## src/pumis_pkg.sv

```systemverilog
// constants, carriers and register map of the power-up mode and node id selector
// assumes one 40 MHz clock and a synchronous reset that is asserted at power-up only
// Overview of operation
// - The three strap inputs are sampled once after power-up and only the captured values are used afterwards.
// - Each strap input resolves to exactly one of seven levels, zero tied low up to six tied high.
// - A high strap at level zero, one or two selects the open CANopen protocol mode.
// - A high strap at level three to six selects the motion-script CAN protocol mode.
// - The node id is 49 times (high level minus 3) plus 7 times the mid level plus the low level.
// - Each level enters the node id sum as its index, 0 for the lowest up to 6 for the highest.
// - A computed node id of zero is replaced by 255.
// - In motion-script CAN mode automatic run is the default after power-up.
// - Under automatic run the stored motion program is started when one is present in the memory.
// - A value of 1 in the memory word at 0x4000 disables automatic run at every later power-up.
// - All Hall inputs low at power-up forces slave mode without automatic run.
// - A stored disable flag forces slave mode without automatic run regardless of the Hall inputs.
`default_nettype none
package pumis_pkg;
   localparam int ADC_W = 10;
   localparam int LVL_W = 3;
   localparam int NUM_LEVELS = 7;
   localparam int HALL_W = 3;
   localparam int NVM_AW = 16;
   localparam int NVM_DW = 16;
   // level boundaries on the strap code, lowest first
   localparam logic [ADC_W-1:0] LVL_TH1 = 10'h049;
   localparam logic [ADC_W-1:0] LVL_TH2 = 10'h0DB;
   localparam logic [ADC_W-1:0] LVL_TH3 = 10'h16D;
   localparam logic [ADC_W-1:0] LVL_TH4 = 10'h292;
   localparam logic [ADC_W-1:0] LVL_TH5 = 10'h324;
   localparam logic [ADC_W-1:0] LVL_TH6 = 10'h3B6;
   localparam logic [LVL_W-1:0] LVL_SCRIPT_MIN = 3'h3;
   localparam logic [9:0] ID_W_HIGH = 10'h031;
   localparam logic [9:0] ID_W_MID = 10'h007;
   localparam logic [9:0] ID_HIGH_BIAS = 10'h003;
   localparam logic [7:0] ID_ZERO_SUBST = 8'hFF;
   // memory words
   localparam logic [NVM_AW-1:0] NVM_FLAG_ADDR = 16'h4000;
   localparam logic [NVM_AW-1:0] NVM_PROG_ADDR = 16'h4001;
   localparam logic [NVM_DW-1:0] NVM_FLAG_DISABLE = 16'h0001;
   localparam logic [NVM_DW-1:0] NVM_ERASED = 16'hFFFF;
   localparam logic [NVM_DW-1:0] NVM_EMPTY = 16'h0000;
   // timing
   localparam int CLK_HZ = 40000000;
   localparam int SETTLE_US = 100;
   localparam int SETTLE_CYC = (SETTLE_US * (CLK_HZ / 1000000) < 1) ? 1 : SETTLE_US * (CLK_HZ / 1000000);
   localparam int STABLE_SAMPLES = 8;
   // registers, byte addresses
   localparam int AV_AW = 4;
   localparam logic [AV_AW-1:0] REG_STATUS = 4'h0;
   localparam logic [AV_AW-1:0] REG_NODE_ID = 4'h4;
   localparam logic [AV_AW-1:0] REG_LEVELS = 4'h8;
   localparam logic [AV_AW-1:0] REG_CONTROL = 4'hC;
   localparam int CTRL_DISABLE_BIT = 0;
   localparam int CTRL_ENABLE_BIT = 1;
   localparam logic [31:0] REG_RST = 32'h00000000;

   typedef struct packed {
      logic [LVL_W-1:0] high_mode;
      logic [LVL_W-1:0] mid;
      logic [LVL_W-1:0] low;
   } pumis_levels_t;

   typedef struct packed {
      logic done;
      logic script_mode;
      logic autorun;
      logic slave;
      logic prog_present;
      logic flag_stored;
      logic hall_override;
      logic nvm_busy;
      logic [7:0] node_id;
   } pumis_cfg_t;

   typedef enum logic [2:0] {
      ST_SETTLE = 3'b000,
      ST_SAMPLE = 3'b001,
      ST_RD_FLAG = 3'b010,
      ST_RD_PROG = 3'b011,
      ST_DONE = 3'b100,
      ST_WR_FLAG = 3'b101
   } pumis_state_t;
endpackage
`default_nettype wire

```

## src/pumis_level_quant.sv

```systemverilog
// quantiser of one strap code into one of seven levels
// assumes a code already brought into the clock domain
`default_nettype none
module pumis_level_quant
   import pumis_pkg::*;
(
   input wire logic i_clk_sys,
   input wire logic i_srst,
   input wire logic [ADC_W-1:0] i_code,
   output logic [LVL_W-1:0] o_level
);
   logic [LVL_W-1:0] level_next;
   logic [LVL_W-1:0] level_reg;

   // thermometer compare, exactly one level per code
   assign level_next = (i_code >= LVL_TH6) ? 3'h6 :
                       (i_code >= LVL_TH5) ? 3'h5 :
                       (i_code >= LVL_TH4) ? 3'h4 :
                       (i_code >= LVL_TH3) ? 3'h3 :
                       (i_code >= LVL_TH2) ? 3'h2 :
                       (i_code >= LVL_TH1) ? 3'h1 : 3'h0;

   always_ff @(posedge i_clk_sys) begin
      if (i_srst) begin
         level_reg <= 3'h0;
      end else begin
         level_reg <= level_next;
      end
   end

   assign o_level = level_reg;
endmodule
`default_nettype wire

```

## src/pumis_top.sv

```systemverilog
// power-up strap capture, protocol mode, node id and automatic run decision
// assumes straps come as converter codes and Hall pins asynchronous; memory port on i_clk_sys
`default_nettype none
module pumis_top
   import pumis_pkg::*;
#(
   parameter int SETTLE_CYCLES = SETTLE_CYC
) (
   input wire logic i_clk_sys,
   input wire logic i_srst,
   input wire logic [ADC_W-1:0] i_id_strap_low,
   input wire logic [ADC_W-1:0] i_id_strap_mid,
   input wire logic [ADC_W-1:0] i_id_strap_high_mode,
   input wire logic [HALL_W-1:0] i_hall,
   output logic o_nvm_req,
   output logic o_nvm_we,
   output logic [NVM_AW-1:0] o_nvm_addr,
   output logic [NVM_DW-1:0] o_nvm_wdata,
   input wire logic i_nvm_ack,
   input wire logic [NVM_DW-1:0] i_nvm_rdata,
   output logic o_cfg_done,
   output logic o_motion_script_can_mode,
   output logic o_autorun,
   output logic o_slave_mode,
   output logic [7:0] o_node_id,
   output logic o_prog_start,
   input wire logic [AV_AW-1:0] i_avs_address,
   input wire logic i_avs_read,
   input wire logic i_avs_write,
   input wire logic [31:0] i_avs_writedata,
   input wire logic [3:0] i_avs_byteenable,
   output logic [31:0] o_avs_readdata,
   output logic o_avs_waitrequest
);
   // synchronisers for pin-side inputs
   logic [ADC_W-1:0] low_s1_reg;
   logic [ADC_W-1:0] low_s2_reg;
   logic [ADC_W-1:0] mid_s1_reg;
   logic [ADC_W-1:0] mid_s2_reg;
   logic [ADC_W-1:0] high_s1_reg;
   logic [ADC_W-1:0] high_s2_reg;
   logic [HALL_W-1:0] hall_s1_reg;
   logic [HALL_W-1:0] hall_s2_reg;

   // multi-bit codes may tear here; the stability window before capture hides it
   always_ff @(posedge i_clk_sys) begin
      low_s1_reg <= i_id_strap_low;
      low_s2_reg <= low_s1_reg;
   end

   always_ff @(posedge i_clk_sys) begin
      mid_s1_reg <= i_id_strap_mid;
      mid_s2_reg <= mid_s1_reg;
   end

   always_ff @(posedge i_clk_sys) begin
      high_s1_reg <= i_id_strap_high_mode;
      high_s2_reg <= high_s1_reg;
   end

   always_ff @(posedge i_clk_sys) begin
      hall_s1_reg <= i_hall;
      hall_s2_reg <= hall_s1_reg;
   end

   pumis_levels_t live_lvl;

   pumis_level_quant u_q_low (
      .i_clk_sys(i_clk_sys),
      .i_srst(i_srst),
      .i_code(low_s2_reg),
      .o_level(live_lvl.low)
   );

   pumis_level_quant u_q_mid (
      .i_clk_sys(i_clk_sys),
      .i_srst(i_srst),
      .i_code(mid_s2_reg),
      .o_level(live_lvl.mid)
   );

   pumis_level_quant u_q_high (
      .i_clk_sys(i_clk_sys),
      .i_srst(i_srst),
      .i_code(high_s2_reg),
      .o_level(live_lvl.high_mode)
   );

   // state
   pumis_state_t state_reg;
   pumis_state_t state_next;
   logic [31:0] cnt_reg;
   logic [31:0] cnt_next;
   pumis_levels_t prev_lvl_reg;
   pumis_levels_t cap_lvl_reg;
   pumis_levels_t cap_lvl_next;
   logic [HALL_W-1:0] cap_hall_reg;
   logic [HALL_W-1:0] cap_hall_next;
   pumis_cfg_t cfg_reg;
   pumis_cfg_t cfg_next;
   logic start_reg;
   logic start_next;
   logic wr_pend_reg;
   logic wr_pend_next;

   // memory port
   logic nvm_req_reg;
   logic nvm_we_reg;
   logic [NVM_AW-1:0] nvm_addr_reg;
   logic [NVM_DW-1:0] nvm_wdata_reg;
   logic nvm_req_next;
   logic nvm_we_next;
   logic [NVM_AW-1:0] nvm_addr_next;
   logic [NVM_DW-1:0] nvm_wdata_next;

   // bus
   logic av_ack_reg;
   logic [31:0] av_rdata_reg;
   logic [31:0] av_rdata_next;
   logic ctrl_enable_reg;

   // derived decisions
   wire logic settle_done = (cnt_reg >= 32'(SETTLE_CYCLES - 1));
   wire logic lvl_stable = (live_lvl == prev_lvl_reg);
   wire logic samples_done = (cnt_reg >= 32'(STABLE_SAMPLES - 1));
   wire logic script_mode_w = (cap_lvl_reg.high_mode >= LVL_SCRIPT_MIN);
   wire logic hall_all_low = (cap_hall_reg == '0);
   wire logic flag_set_w = (i_nvm_rdata == NVM_FLAG_DISABLE);
   wire logic prog_ok_w = (i_nvm_rdata != NVM_ERASED) && (i_nvm_rdata != NVM_EMPTY);
   wire logic nvm_done = nvm_req_reg & i_nvm_ack;
   // one term for autorun, slave and start, so the three never disagree
   wire logic autorun_w = script_mode_w & ~cfg_reg.flag_stored & ~hall_all_low;

   // node id from captured levels, signed sum kept in its low eight bits
   wire logic [9:0] id_high_term = 10'((10'(cap_lvl_reg.high_mode) - ID_HIGH_BIAS) * ID_W_HIGH);
   wire logic [9:0] id_mid_term = 10'(10'(cap_lvl_reg.mid) * ID_W_MID);
   wire logic [9:0] id_sum = 10'(id_high_term + id_mid_term + 10'(cap_lvl_reg.low));
   wire logic [7:0] id_raw = id_sum[7:0];
   wire logic [7:0] id_final = (id_raw == 8'h00) ? ID_ZERO_SUBST : id_raw;

   // bus decode
   wire logic av_req = (i_avs_read | i_avs_write) & ~av_ack_reg;
   wire logic hit_status = (i_avs_address == REG_STATUS);
   wire logic hit_node = (i_avs_address == REG_NODE_ID);
   wire logic hit_levels = (i_avs_address == REG_LEVELS);
   wire logic hit_ctrl = (i_avs_address == REG_CONTROL);
   wire logic ctrl_wr = i_avs_write & hit_ctrl & i_avs_byteenable[0];
   wire logic disable_req = ctrl_wr & i_avs_writedata[CTRL_DISABLE_BIT];
   // a disable request waits until the power-up sequence is over
   wire logic bus_stall = disable_req & ((state_reg != ST_DONE) | wr_pend_reg);
   wire logic av_take = av_req & ~bus_stall;

   always_comb begin
      state_next = state_reg;
      cnt_next = cnt_reg;
      cap_lvl_next = cap_lvl_reg;
      cap_hall_next = cap_hall_reg;
      cfg_next = cfg_reg;
      start_next = 1'b0;
      wr_pend_next = wr_pend_reg;
      nvm_req_next = nvm_req_reg;
      nvm_we_next = nvm_we_reg;
      nvm_addr_next = nvm_addr_reg;
      nvm_wdata_next = nvm_wdata_reg;
      case (state_reg)
         ST_SETTLE: begin
            // supply and strap dividers need time before the levels mean anything
            cnt_next = cnt_reg + 32'h00000001;
            if (settle_done) begin
               cnt_next = '0;
               state_next = ST_SAMPLE;
            end
         end
         ST_SAMPLE: begin
            // levels must agree for several cycles before the one capture
            if (!lvl_stable) begin
               cnt_next = '0;
            end else if (samples_done) begin
               cap_lvl_next = live_lvl;
               cap_hall_next = hall_s2_reg;
               cnt_next = '0;
               nvm_req_next = 1'b1;
               nvm_we_next = 1'b0;
               nvm_addr_next = NVM_FLAG_ADDR;
               state_next = ST_RD_FLAG;
            end else begin
               cnt_next = cnt_reg + 32'h00000001;
            end
         end
         ST_RD_FLAG: begin
            if (nvm_done) begin
               cfg_next.flag_stored = flag_set_w;
               nvm_addr_next = NVM_PROG_ADDR;
               state_next = ST_RD_PROG;
            end
         end
         ST_RD_PROG: begin
            if (nvm_done) begin
               nvm_req_next = 1'b0;
               cfg_next.prog_present = prog_ok_w;
               cfg_next.script_mode = script_mode_w;
               cfg_next.hall_override = hall_all_low;
               cfg_next.node_id = id_final;
               // script mode defaults to autorun unless flag or Hall override
               cfg_next.autorun = autorun_w;
               cfg_next.slave = ~autorun_w;
               cfg_next.done = 1'b1;
               // start the stored program only when there is one
               start_next = autorun_w & prog_ok_w;
               state_next = ST_DONE;
            end
         end
         ST_DONE: begin
            // decision frozen; only the stored flag may still change
            if (wr_pend_reg) begin
               nvm_req_next = 1'b1;
               nvm_we_next = 1'b1;
               nvm_addr_next = NVM_FLAG_ADDR;
               nvm_wdata_next = NVM_FLAG_DISABLE;
               cfg_next.nvm_busy = 1'b1;
               state_next = ST_WR_FLAG;
            end
         end
         ST_WR_FLAG: begin
            // flag takes effect at the next power-up only
            if (nvm_done) begin
               nvm_req_next = 1'b0;
               nvm_we_next = 1'b0;
               wr_pend_next = 1'b0;
               cfg_next.nvm_busy = 1'b0;
               state_next = ST_DONE;
            end
         end
         default: begin
            state_next = ST_SETTLE;
            cnt_next = '0;
         end
      endcase
      if (av_take & disable_req & ctrl_enable_reg) begin
         wr_pend_next = 1'b1;
      end
   end

   always_ff @(posedge i_clk_sys) begin
      if (i_srst) begin
         state_reg <= ST_SETTLE;
         cnt_reg <= '0;
      end else begin
         state_reg <= state_next;
         cnt_reg <= cnt_next;
      end
   end

   // previous levels for the stability window
   always_ff @(posedge i_clk_sys) begin
      if (i_srst) begin
         prev_lvl_reg <= '0;
      end else begin
         prev_lvl_reg <= live_lvl;
      end
   end

   always_ff @(posedge i_clk_sys) begin
      if (i_srst) begin
         cap_lvl_reg <= '0;
         cap_hall_reg <= '0;
         cfg_reg <= '0;
         start_reg <= 1'b0;
         wr_pend_reg <= 1'b0;
      end else begin
         cap_lvl_reg <= cap_lvl_next;
         cap_hall_reg <= cap_hall_next;
         cfg_reg <= cfg_next;
         start_reg <= start_next;
         wr_pend_reg <= wr_pend_next;
      end
   end

   always_ff @(posedge i_clk_sys) begin
      if (i_srst) begin
         nvm_req_reg <= 1'b0;
         nvm_we_reg <= 1'b0;
         nvm_addr_reg <= '0;
         nvm_wdata_reg <= '0;
      end else begin
         nvm_req_reg <= nvm_req_next;
         nvm_we_reg <= nvm_we_next;
         nvm_addr_reg <= nvm_addr_next;
         nvm_wdata_reg <= nvm_wdata_next;
      end
   end

   // register read mux; unmapped reads return zero
   always_comb begin
      av_rdata_next = REG_RST;
      if (hit_status) begin
         av_rdata_next = {21'h000000, cap_hall_reg, cfg_reg[15:8]};
      end else if (hit_node) begin
         av_rdata_next = {24'h000000, cfg_reg.node_id};
      end else if (hit_levels) begin
         av_rdata_next = {23'h000000, cap_lvl_reg};
      end else if (hit_ctrl) begin
         av_rdata_next = {30'h00000000, ctrl_enable_reg, wr_pend_reg};
      end
   end

   always_ff @(posedge i_clk_sys) begin
      if (i_srst) begin
         av_ack_reg <= 1'b0;
         ctrl_enable_reg <= 1'b0;
      end else begin
         av_ack_reg <= av_take;
         if (av_take & ctrl_wr) begin
            ctrl_enable_reg <= i_avs_writedata[CTRL_ENABLE_BIT];
         end
      end
   end

   // read data holds until the next read is taken, so a late master still finds it
   always_ff @(posedge i_clk_sys) begin
      if (i_srst) begin
         av_rdata_reg <= REG_RST;
      end else if (av_take & i_avs_read) begin
         av_rdata_reg <= av_rdata_next;
      end
   end

   // one wait cycle per access, more while a flag write is held off
   assign o_avs_waitrequest = (i_avs_read | i_avs_write) & ~av_ack_reg;
   assign o_avs_readdata = av_rdata_reg;

   assign o_nvm_req = nvm_req_reg;
   assign o_nvm_we = nvm_we_reg;
   assign o_nvm_addr = nvm_addr_reg;
   assign o_nvm_wdata = nvm_wdata_reg;
   assign o_cfg_done = cfg_reg.done;
   assign o_motion_script_can_mode = cfg_reg.script_mode;
   assign o_autorun = cfg_reg.autorun;
   assign o_slave_mode = cfg_reg.slave;
   assign o_node_id = cfg_reg.node_id;
   assign o_prog_start = start_reg;
endmodule
`default_nettype wire

```

## config.mk

```make
export PLATFORM = sky130hd
export DESIGN_NAME = pumis_top
export DESIGN_NICKNAME = d
export VERILOG_FILES = /design/src/pumis_pkg.sv /design/src/pumis_level_quant.sv /design/src/pumis_top.sv
export SDC_FILE = /design/constraint.sdc
export NUM_CORES = 1
export LEC_CHECK = 0
export ABC_CLOCK_PERIOD_IN_PS = 4000
export BUFFER_PORTS_ARGS = -buffer_cell sky130_fd_sc_hd__buf_2
export CORE_MARGIN = 2
export CORE_UTILIZATION = 48
export CTS_CLUSTER_DIAMETER = 80
export CTS_CLUSTER_SIZE = 25
export DETAILED_ROUTE_END_ITERATION = 8
export GPL_TIMING_DRIVEN = 0
export PLACE_DENSITY = 0.76
export RECOVER_POWER = 100
export SLEW_MARGIN = 20
export SYNTH_ARGS = -nofsm -noshare
export SYNTH_HDL_FRONTEND = slang
export SYNTH_SLANG_ARGS = --single-unit
```

## constraint.sdc

```tcl
create_clock -name i_clk_sys -period 4 [get_ports i_clk_sys]
set_input_delay 0.2 -clock i_clk_sys [delete_from_list [all_inputs] [get_ports i_clk_sys]]
set_output_delay 0.2 -clock i_clk_sys [all_outputs]
set_load 0.02 [all_outputs]
```

==> flow_summary.json, run 1 <==
{
  "synth-seq-cells": 167,
  "cp.required_ps": 4270,
  "grt_pass1_vias": 5218,
  "slew_viol_final": 0,
  "via_per_inst": 4.938,
  "yosysSeqAreaShare_pct": 46.56,
  "end_kind": "flop",
  "synth_edf_count": 0,
  "syn_inst": 763,
  "cts.sinks": 167,
  "cts_buffer_depth": 2,
  "critPathLaunchType": "flop",
  "clkLatencyLatePin_ps": 420,
  "synth.most_common_cell": "dfxtp_1",
  "globalRoute.totalOverflow": 0,
  "yosys.area.top_type_share_pct": 46.56,
  "cts_root_buf": "clkbuf_16",
  "tightest_slew_ps": 719.6,
  "ir_worst_vdd_uv": 319.9,
  "drt_iter0_markers": 360,
  "grt_usage_pct": 18.95,
  "hp-class": "in2reg",
  "nFillCells": 1224,
  "place_congestion": 0.8435,
  "setup_violations": 0,
  "area_delta_synth_final_pct": 24.12,
  "ant_nets": 0,
  "synth_top_flop_cell": "dfxtp_1",
  "min_from": "i_avs_writedata[1]",
  "skew_ps": 7.433,
  "crit_path_max_fanout": 6,
  "critPathArrivalTime_ps": 4100,
  "p_per_area_mw_per_mm2": 418.5,
  "cts_buffers": 17,
  "r2r_slack_ps": 170,
  "wirelength_um": 14950,
  "hpwl_um": 10380,
  "fin_crit_sh_pct": 95.78,
  "cp-startpoint": "cap_lvl_reg[6]",
  "synth_common_cells": "167 x dfxtp_1, 87 x nor2_1, 59 x buf_4",
  "io_pins": 174,
  "slew_headroom_pct": 52.03,
  "cap_viol_max_count": 0,
  "dieArea_mm2": 0.01595,
  "leakage_uw": 0.003796,
  "core_area_mm2": 0.01459,
  "grt_pass1_wl_um": 24530,
  "antenna_found_initial": 0,
  "dp_cells": 1085,
  "syn_area_per_cell_um2": 9.411,
  "period_needed_ps": 3831,
  "portBuffers": 89,
  "largest_reg_flops": 32,
  "timing.rr.start": "cap_lvl_reg[6]",
  "critPathKind": "reg2reg",
  "grt_max_degree": 17,
  "cts_tree": "built",
  "vias": 5669,
  "reg2reg_depth": 16,
  "fin_nets": 1081,
  "multiInputGateArea_mm2": 0.003408,
  "wl_per_cell_um": 13.03,
  "synth.distinct_cells": 61,
  "layout-drive-gt1-share_pct": 17.01,
  "tns_ps": 0,
  "synth_area_mm2": 0.007181,
  "regToRegEndpoint": "o_node_id[1]",
  "ys_warn_count": 0,
  "drcViolationCount": 0,
  "htree_levels": 4,
  "initial_utilization_pct": 49.22,
  "clk_pin_slew_ps": 60,
  "crit_end": "o_node_id[1]",
  "antennaDiodeCount": 0,
  "num_rows": 44,
  "die_w_um": 126.3,
  "status": "completed",
  "stdcell_count": 1148,
  "dieHeight_um": 126.3,
  "netlist_top_cells_area": "dfxtp_1 47%, buf_4 6.2%, nor2_1 4.5%, ha_1 4.2%, a21oi_1 3.4%",
  "ys_async_sr_fraction_pct": 0,
  "yosys.area.top_type": "dfxtp_1",
  "dr.pass1.iters": 5,
  "fmax_mhz": 261.0,
  "hold_viol": 0,
  "regArea_mm2": 0.003354
}
power breakdown:
part	total [uW]	switching, uW	internal [uW]
Combinational	384	221	164
Sequential	1790	54.7	1730
Clock	1560	616	943
Total	3730	891	2840
repair_timing:
| action | CTS | global route |
|---|---|---|
| hold buffers | 33 | 0 |
| pin swaps | 1 | 3 |
| setup endpoints to repair | 6 | 7 |
| endpoints found under the hold margin | 33 | 0 |
| resized for setup | 6 | 10 |
| setup buffers | 0 | 0 |
layer usage:
| layer | wire length (um) | up-vias | global-route usage [%] |
|---|---|---|---|
| li1 | - | 2913 | - |
| met1 | 6918 | 2578 | 24.90 |
| met2 | 7010 | 158 | 31.21 |
| met3 | 814 | 20 | 4.091 |
| met4 | 210 | 0 | 6.335 |
| met5 | 0 | - | 0 |
per-stage QoR:
step | utilization (%) | setup slack [ps] | total power (uW) | instance area [um^2] | hold slack [ps]
2_1_floorplan | - | 176.4 | 2082 | 7365 | 227.7
3_3_place_gp | 55.11 | -136.1 | 2174 | 8040 | 302.0
3_5_place_dp | 55.11 | -203.6 | 2181 | 8040 | 303.6
4_1_cts | 61.33 | 2.312 | 3748 | 8947 | 21.79
5_1_grt | 61.09 | -0.3855 | 3871 | 8912 | 83.71
6_report | 61.09 | 168.9 | 3730 | 8912 | 32.31
cell families after synthesis:
kind of cell               synth area share [%]
and+or+nand+nor                           18.23
AOI/OAI and AO/OA                         10.82
buffers and inverters                     8.764
muxes                                     3.851
xor gates and xnor gates                  4.478
DFF                                       46.56
adders and majority gates                 7.249
other                                   0.05222
worst min-delay path by stage:
| stage | end | slack, ps | cells after the start |
|---|---|---|---|
| final | ctrl_enable_reg | 30 | 3 |
| after global routing | ctrl_enable_reg | 80 | 3 |
| after CTS | ctrl_enable_reg | 20 | 3 |
| after detailed placement | low_s1_reg[9] | 300 | 1 |
| after global placement | low_s1_reg[3] | 300 | 1 |
| after floorplan | hall_s1_reg[0] | 230 | 0 |
critical path: stages (launching register included):
cell,delay [ps]
dfxtp_4,380
ha_1,150
inv_1,60
ha_4,270
inv_2,50
fa_1,560
fa_1,430
ha_1,300
ha_1,170
inv_1,60
fa_2,340
nand2b_1,160
a21oi_2,130
xor2_1,190
nor2_1,110
a21oi_4,220
a211oi_1,110
placed cells by master, fill, tap and decap left out, types with 14 or more instances in the layout:
master	count
nor2b_1	16
nor2_1	87
conb_1	50
o21ai_0	26
nor4_1	14
nand2_1	58
buf_4	58
ha_1	23
nand4_1	20
nand3_1	24
clkbuf_16	17
buf_2	57
mux2i_1	22
inv_1	25
clkbuf_1	54
a21oi_1	47
dfxtp_1	162
xor2_1	26
dlygate4sd3_1	33
cell type report:
class / instances / share of cell area (%)
repair buffers: 122 / 8.255
clock inverters: 8 / 1.123
clock buffers: 22 / 5.208
flip-flops and latches: 167 / 37.64
inverters: 26 / 1.095
multi-input cells: 540 / 38.24
well taps: 184 / 2.583
plain buffers: 79 / 5.854
Note: power is estimated with default switching activity, not from simulation.
==> inputs of run 2 (changes only) <==
ABC_AREA = 1   (was unset)
CORE_UTILIZATION = 49   (was 48)
PLACE_DENSITY = 0.77   (was 0.76)
==> run 2 against run 1 <==
Critical endpoint is now o_node_id[3]; critical path type unchanged; synthesized cell count increased by 21%; largest power group unchanged; first-iteration DRC count increased by 2.8%; critical path depth unchanged; clock power about the same.
==> flow_summary.json, run 2 <==
{
  "ir_worst_vdd_uv": 304.6,
  "clkLatencyLatePin_ps": 430,
  "final.setup.worst_slack_ps": 227.2,
  "yosysSeqAreaShare_pct": 45.30,
  "synth_top_family_by_area": "simple AND/OR/NAND/NOR gates",
  "place_congestion": 0.8658,
  "path_common_cell": "ha_1",
  "synth_top_flop_cell": "dfxtp_1",
  "cts_buffer_depth": 2,
  "antennaDiodeCount": 0,
  "hpwl_um": 10730,
  "cp.required_ps": 4370,
  "yosys.area.top_type_share_pct": 45.30,
  "synth_common_cells": "167 x dfxtp_1, 163 x nand2_1, 131 x nor2_1",
  "hold_viol": 0,
  "slew_headroom_pct": 53.59,
  "status": "completed",
  "setup_violations": 0,
  "cts_root_buf": "clkbuf_16",
  "critPathArrivalTime_ps": 4140,
  "synth.most_common_cell": "dfxtp_1",
  "dr.pass1.iters": 5,
  "clk_pin_slew_ps": 60,
  "grt_pass1_vias": 5729,
  "switching_power_uw": 1192,
  "critical-path-top-delay-family": "adder cells",
  "cap_viol_max_count": 0,
  "core_area_mm2": 0.01464,
  "critPathMaxStageDelay_ps": 560,
  "layout-drive-gt1-share_pct": 15.84,
  "final_cell_mix": "169 x nand2_1, 167 x dfxtp_1, 132 x nor2_1",
  "end_kind": "flop",
  "p_seq_share_pct": 44.8,
  "syn_area_per_cell_um2": 7.978,
  "period_needed_ps": 3773,
  "cts_tree": "built",
  "syn_inst": 925,
  "synth.distinct_cells": 52,
  "ys_async_sr_fraction_pct": 0,
  "fmax_mhz": 265.1,
  "via_per_inst": 4.603,
  "critPathLaunchType": "flop",
  "globalRoute.totalOverflow": 0,
  "initial_utilization_pct": 50.39,
  "ys_warn_count": 0,
  "clockPowerShare_pct": 38.2,
  "synth_compound_area_share_pct": 10.44,
  "crit_buf_inv": 4,
  "die_w_um": 126.7,
  "critPathKind": "reg2reg",
  "cts.sinks": 167,
  "area_delta_synth_final_pct": 22.26,
  "slew_viol_final": 0,
  "crit_path_max_fanout": 7,
  "post-place-ws_ps": 209.9,
  "vias": 6048,
  "crit_slowest_cell": "fa_1",
  "synth_edf_count": 0,
  "fin_crit_sh_pct": 94.32,
  "dieArea_mm2": 0.01606,
  "num_rows": 44,
  "yosys.area.top_type": "dfxtp_1",
  "synthAdderAreaFrac_pct": 6.782,
  "netlist_top_cells_area": "dfxtp_1 45%, nand2_1 8.3%, nor2_1 6.7%, buf_4 6.1%, inv_1 5.6%",
  "tightest_slew_ps": 696.1,
  "crit_chain": "ha_1 > inv_1 > ha_1 > inv_1 > fa_1 > fa_1 > ha_1 > ha_1 > inv_1 > fa_1 > xnor2_1 > nand3b_1 > nor2_1 > nand3b_1 > buf_2 > a21oi_1",
  "dieHeight_um": 126.7,
  "synth-simple-area-share_pct": 22.30,
  "mostFrequentLayoutCell": "nand2_1",
  "p_per_area_mw_per_mm2": 452.8,
  "muxShareOfSynthArea_pct": 0,
  "io_pins": 174,
  "antenna_found_initial": 0,
  "synth-seq-cells": 167,
  "largest_reg_flops": 32,
  "fin_nets": 1245,
  "drt_iter0_markers": 370,
  "drcViolationCount": 0,
  "grt_usage_pct": 19.74,
  "grt_pass1_wl_um": 25540,
  "hp-class": "in2reg",
  "ant_nets": 0,
  "skew_ps": 7.112,
  "finalCoreUtilization_pct": 61.61,
  "portBuffers": 90,
  "nFillCells": 1319,
  "synth_area_mm2": 0.007380,
  "synthXorXnorAreaFrac_pct": 1.780,
  "p_comb_share_pct": 17.0,
  "htree_levels": 4,
  "switching_share_pct": 29.18,
  "leakage_uw": 0.004298,
  "internal_power_uw": 2893,
  "wl_per_cell_um": 11.53,
  "grt_max_degree": 17,
  "wirelength_um": 15150,
  "cts_buffers": 17
}
[run 2: changes by cell type after synthesis, moves of 12 or more]
cell and change:
a211oi_1 -12, nand2_1 +105, nor2_1 +44, nor2b_1 -16, inv_1 +85, mux2i_1 -22
xor2_1 -17, o21ai_1 +16, nor4_1 -12
[run 2: cell type report]
class | count | area, um^2 | area share [%]
Tap cell | 184 | 230.2 | 2.552
Clock buffer | 20 | 446.7 | 4.951
Timing Repair Buffer | 124 | 747.0 | 8.279
Inverter | 117 | 440.4 | 4.881
Multi-Input combinational cell | 614 | 3186 | 35.31
Buffer | 76 | 513.0 | 5.686
Clock inverter | 12 | 116.4 | 1.290
Sequential cell | 167 | 3343 | 37.05
[run 2: repair_timing]
item,in CTS,in global routing
endpoints found under the hold margin,33,0
buffers inserted,0,1
setup endpoints to repair,0,6
gates resized for setup,0,3
hold buffers,33,0
[run 2: path summary, 6_finish.rpt]
| kind | start | endpoint | slack, ps | cells after the start |
|---|---|---|---|---|
| max | cap_lvl_reg[6] | o_node_id[3] | 230 | 16 |
| min | i_avs_writedata[1] | ctrl_enable_reg | 40 | 3 |
| max reg2reg | cap_lvl_reg[6] | o_node_id[3] | 230 | 16 |
| min reg2reg | mid_s1_reg[9] | mid_s2_reg[9] | 320 | 0 |
[run 2: through the flow]
| stage | instances | total power [uW] | setup TNS (ps) | cell area [um^2] | hold WS, ps |
|---|---|---|---|---|---|
| final | 1314 | 4086 | 0 | 9022 | 37.11 |
| after global routing | 1314 | 4294 | -2.294 | 9022 | 38.83 |
| after CTS | 1313 | 4165 | 0 | 9138 | 18.00 |
| after detailed placement | 1248 | 2590 | 0 | 8244 | 303.6 |
| after global placement | 1248 | 2578 | 0 | 8244 | 301.8 |
| after floorplan | 974 | 2424 | 0 | 7564 | 227.7 |
[run 2: routing by layer]
layer	part of all wire (%)	track usage, %	wire, um	vias up
li1	-	-	-	3211
met1	46	24.23	6995	2665
met2	47	33.32	7086	147
met3	4.9	5.230	747	25
met4	2.1	7.563	323	0
met5	0	0	0	-
[run 2: power groups by stage]
stage	Sequential (uW)	Clock, uW	Combinational, uW
after floorplan	1880	0	546
after CTS	1830	1580	751
final	1830	1560	695
after detailed placement	1870	0	721
after global routing	1840	1670	787
after global placement	1860	0	714
[run 2: tightest hold or removal path, stage by stage]
cell,delay [ps]
buf_2,80
nor2_1,40
nor2_1,100
[run 2: kinds of logic (layout without fill, tap and decap cells)]
group,Yosys count,in the layout
DFF,167,167
AOI/OAI and AO/OA,138,138
adders and majority gates,34,34
buffers and inverters,193,349
and+or+nand+nor,377,377
xor gates and xnor gates,15,15
other,1,50
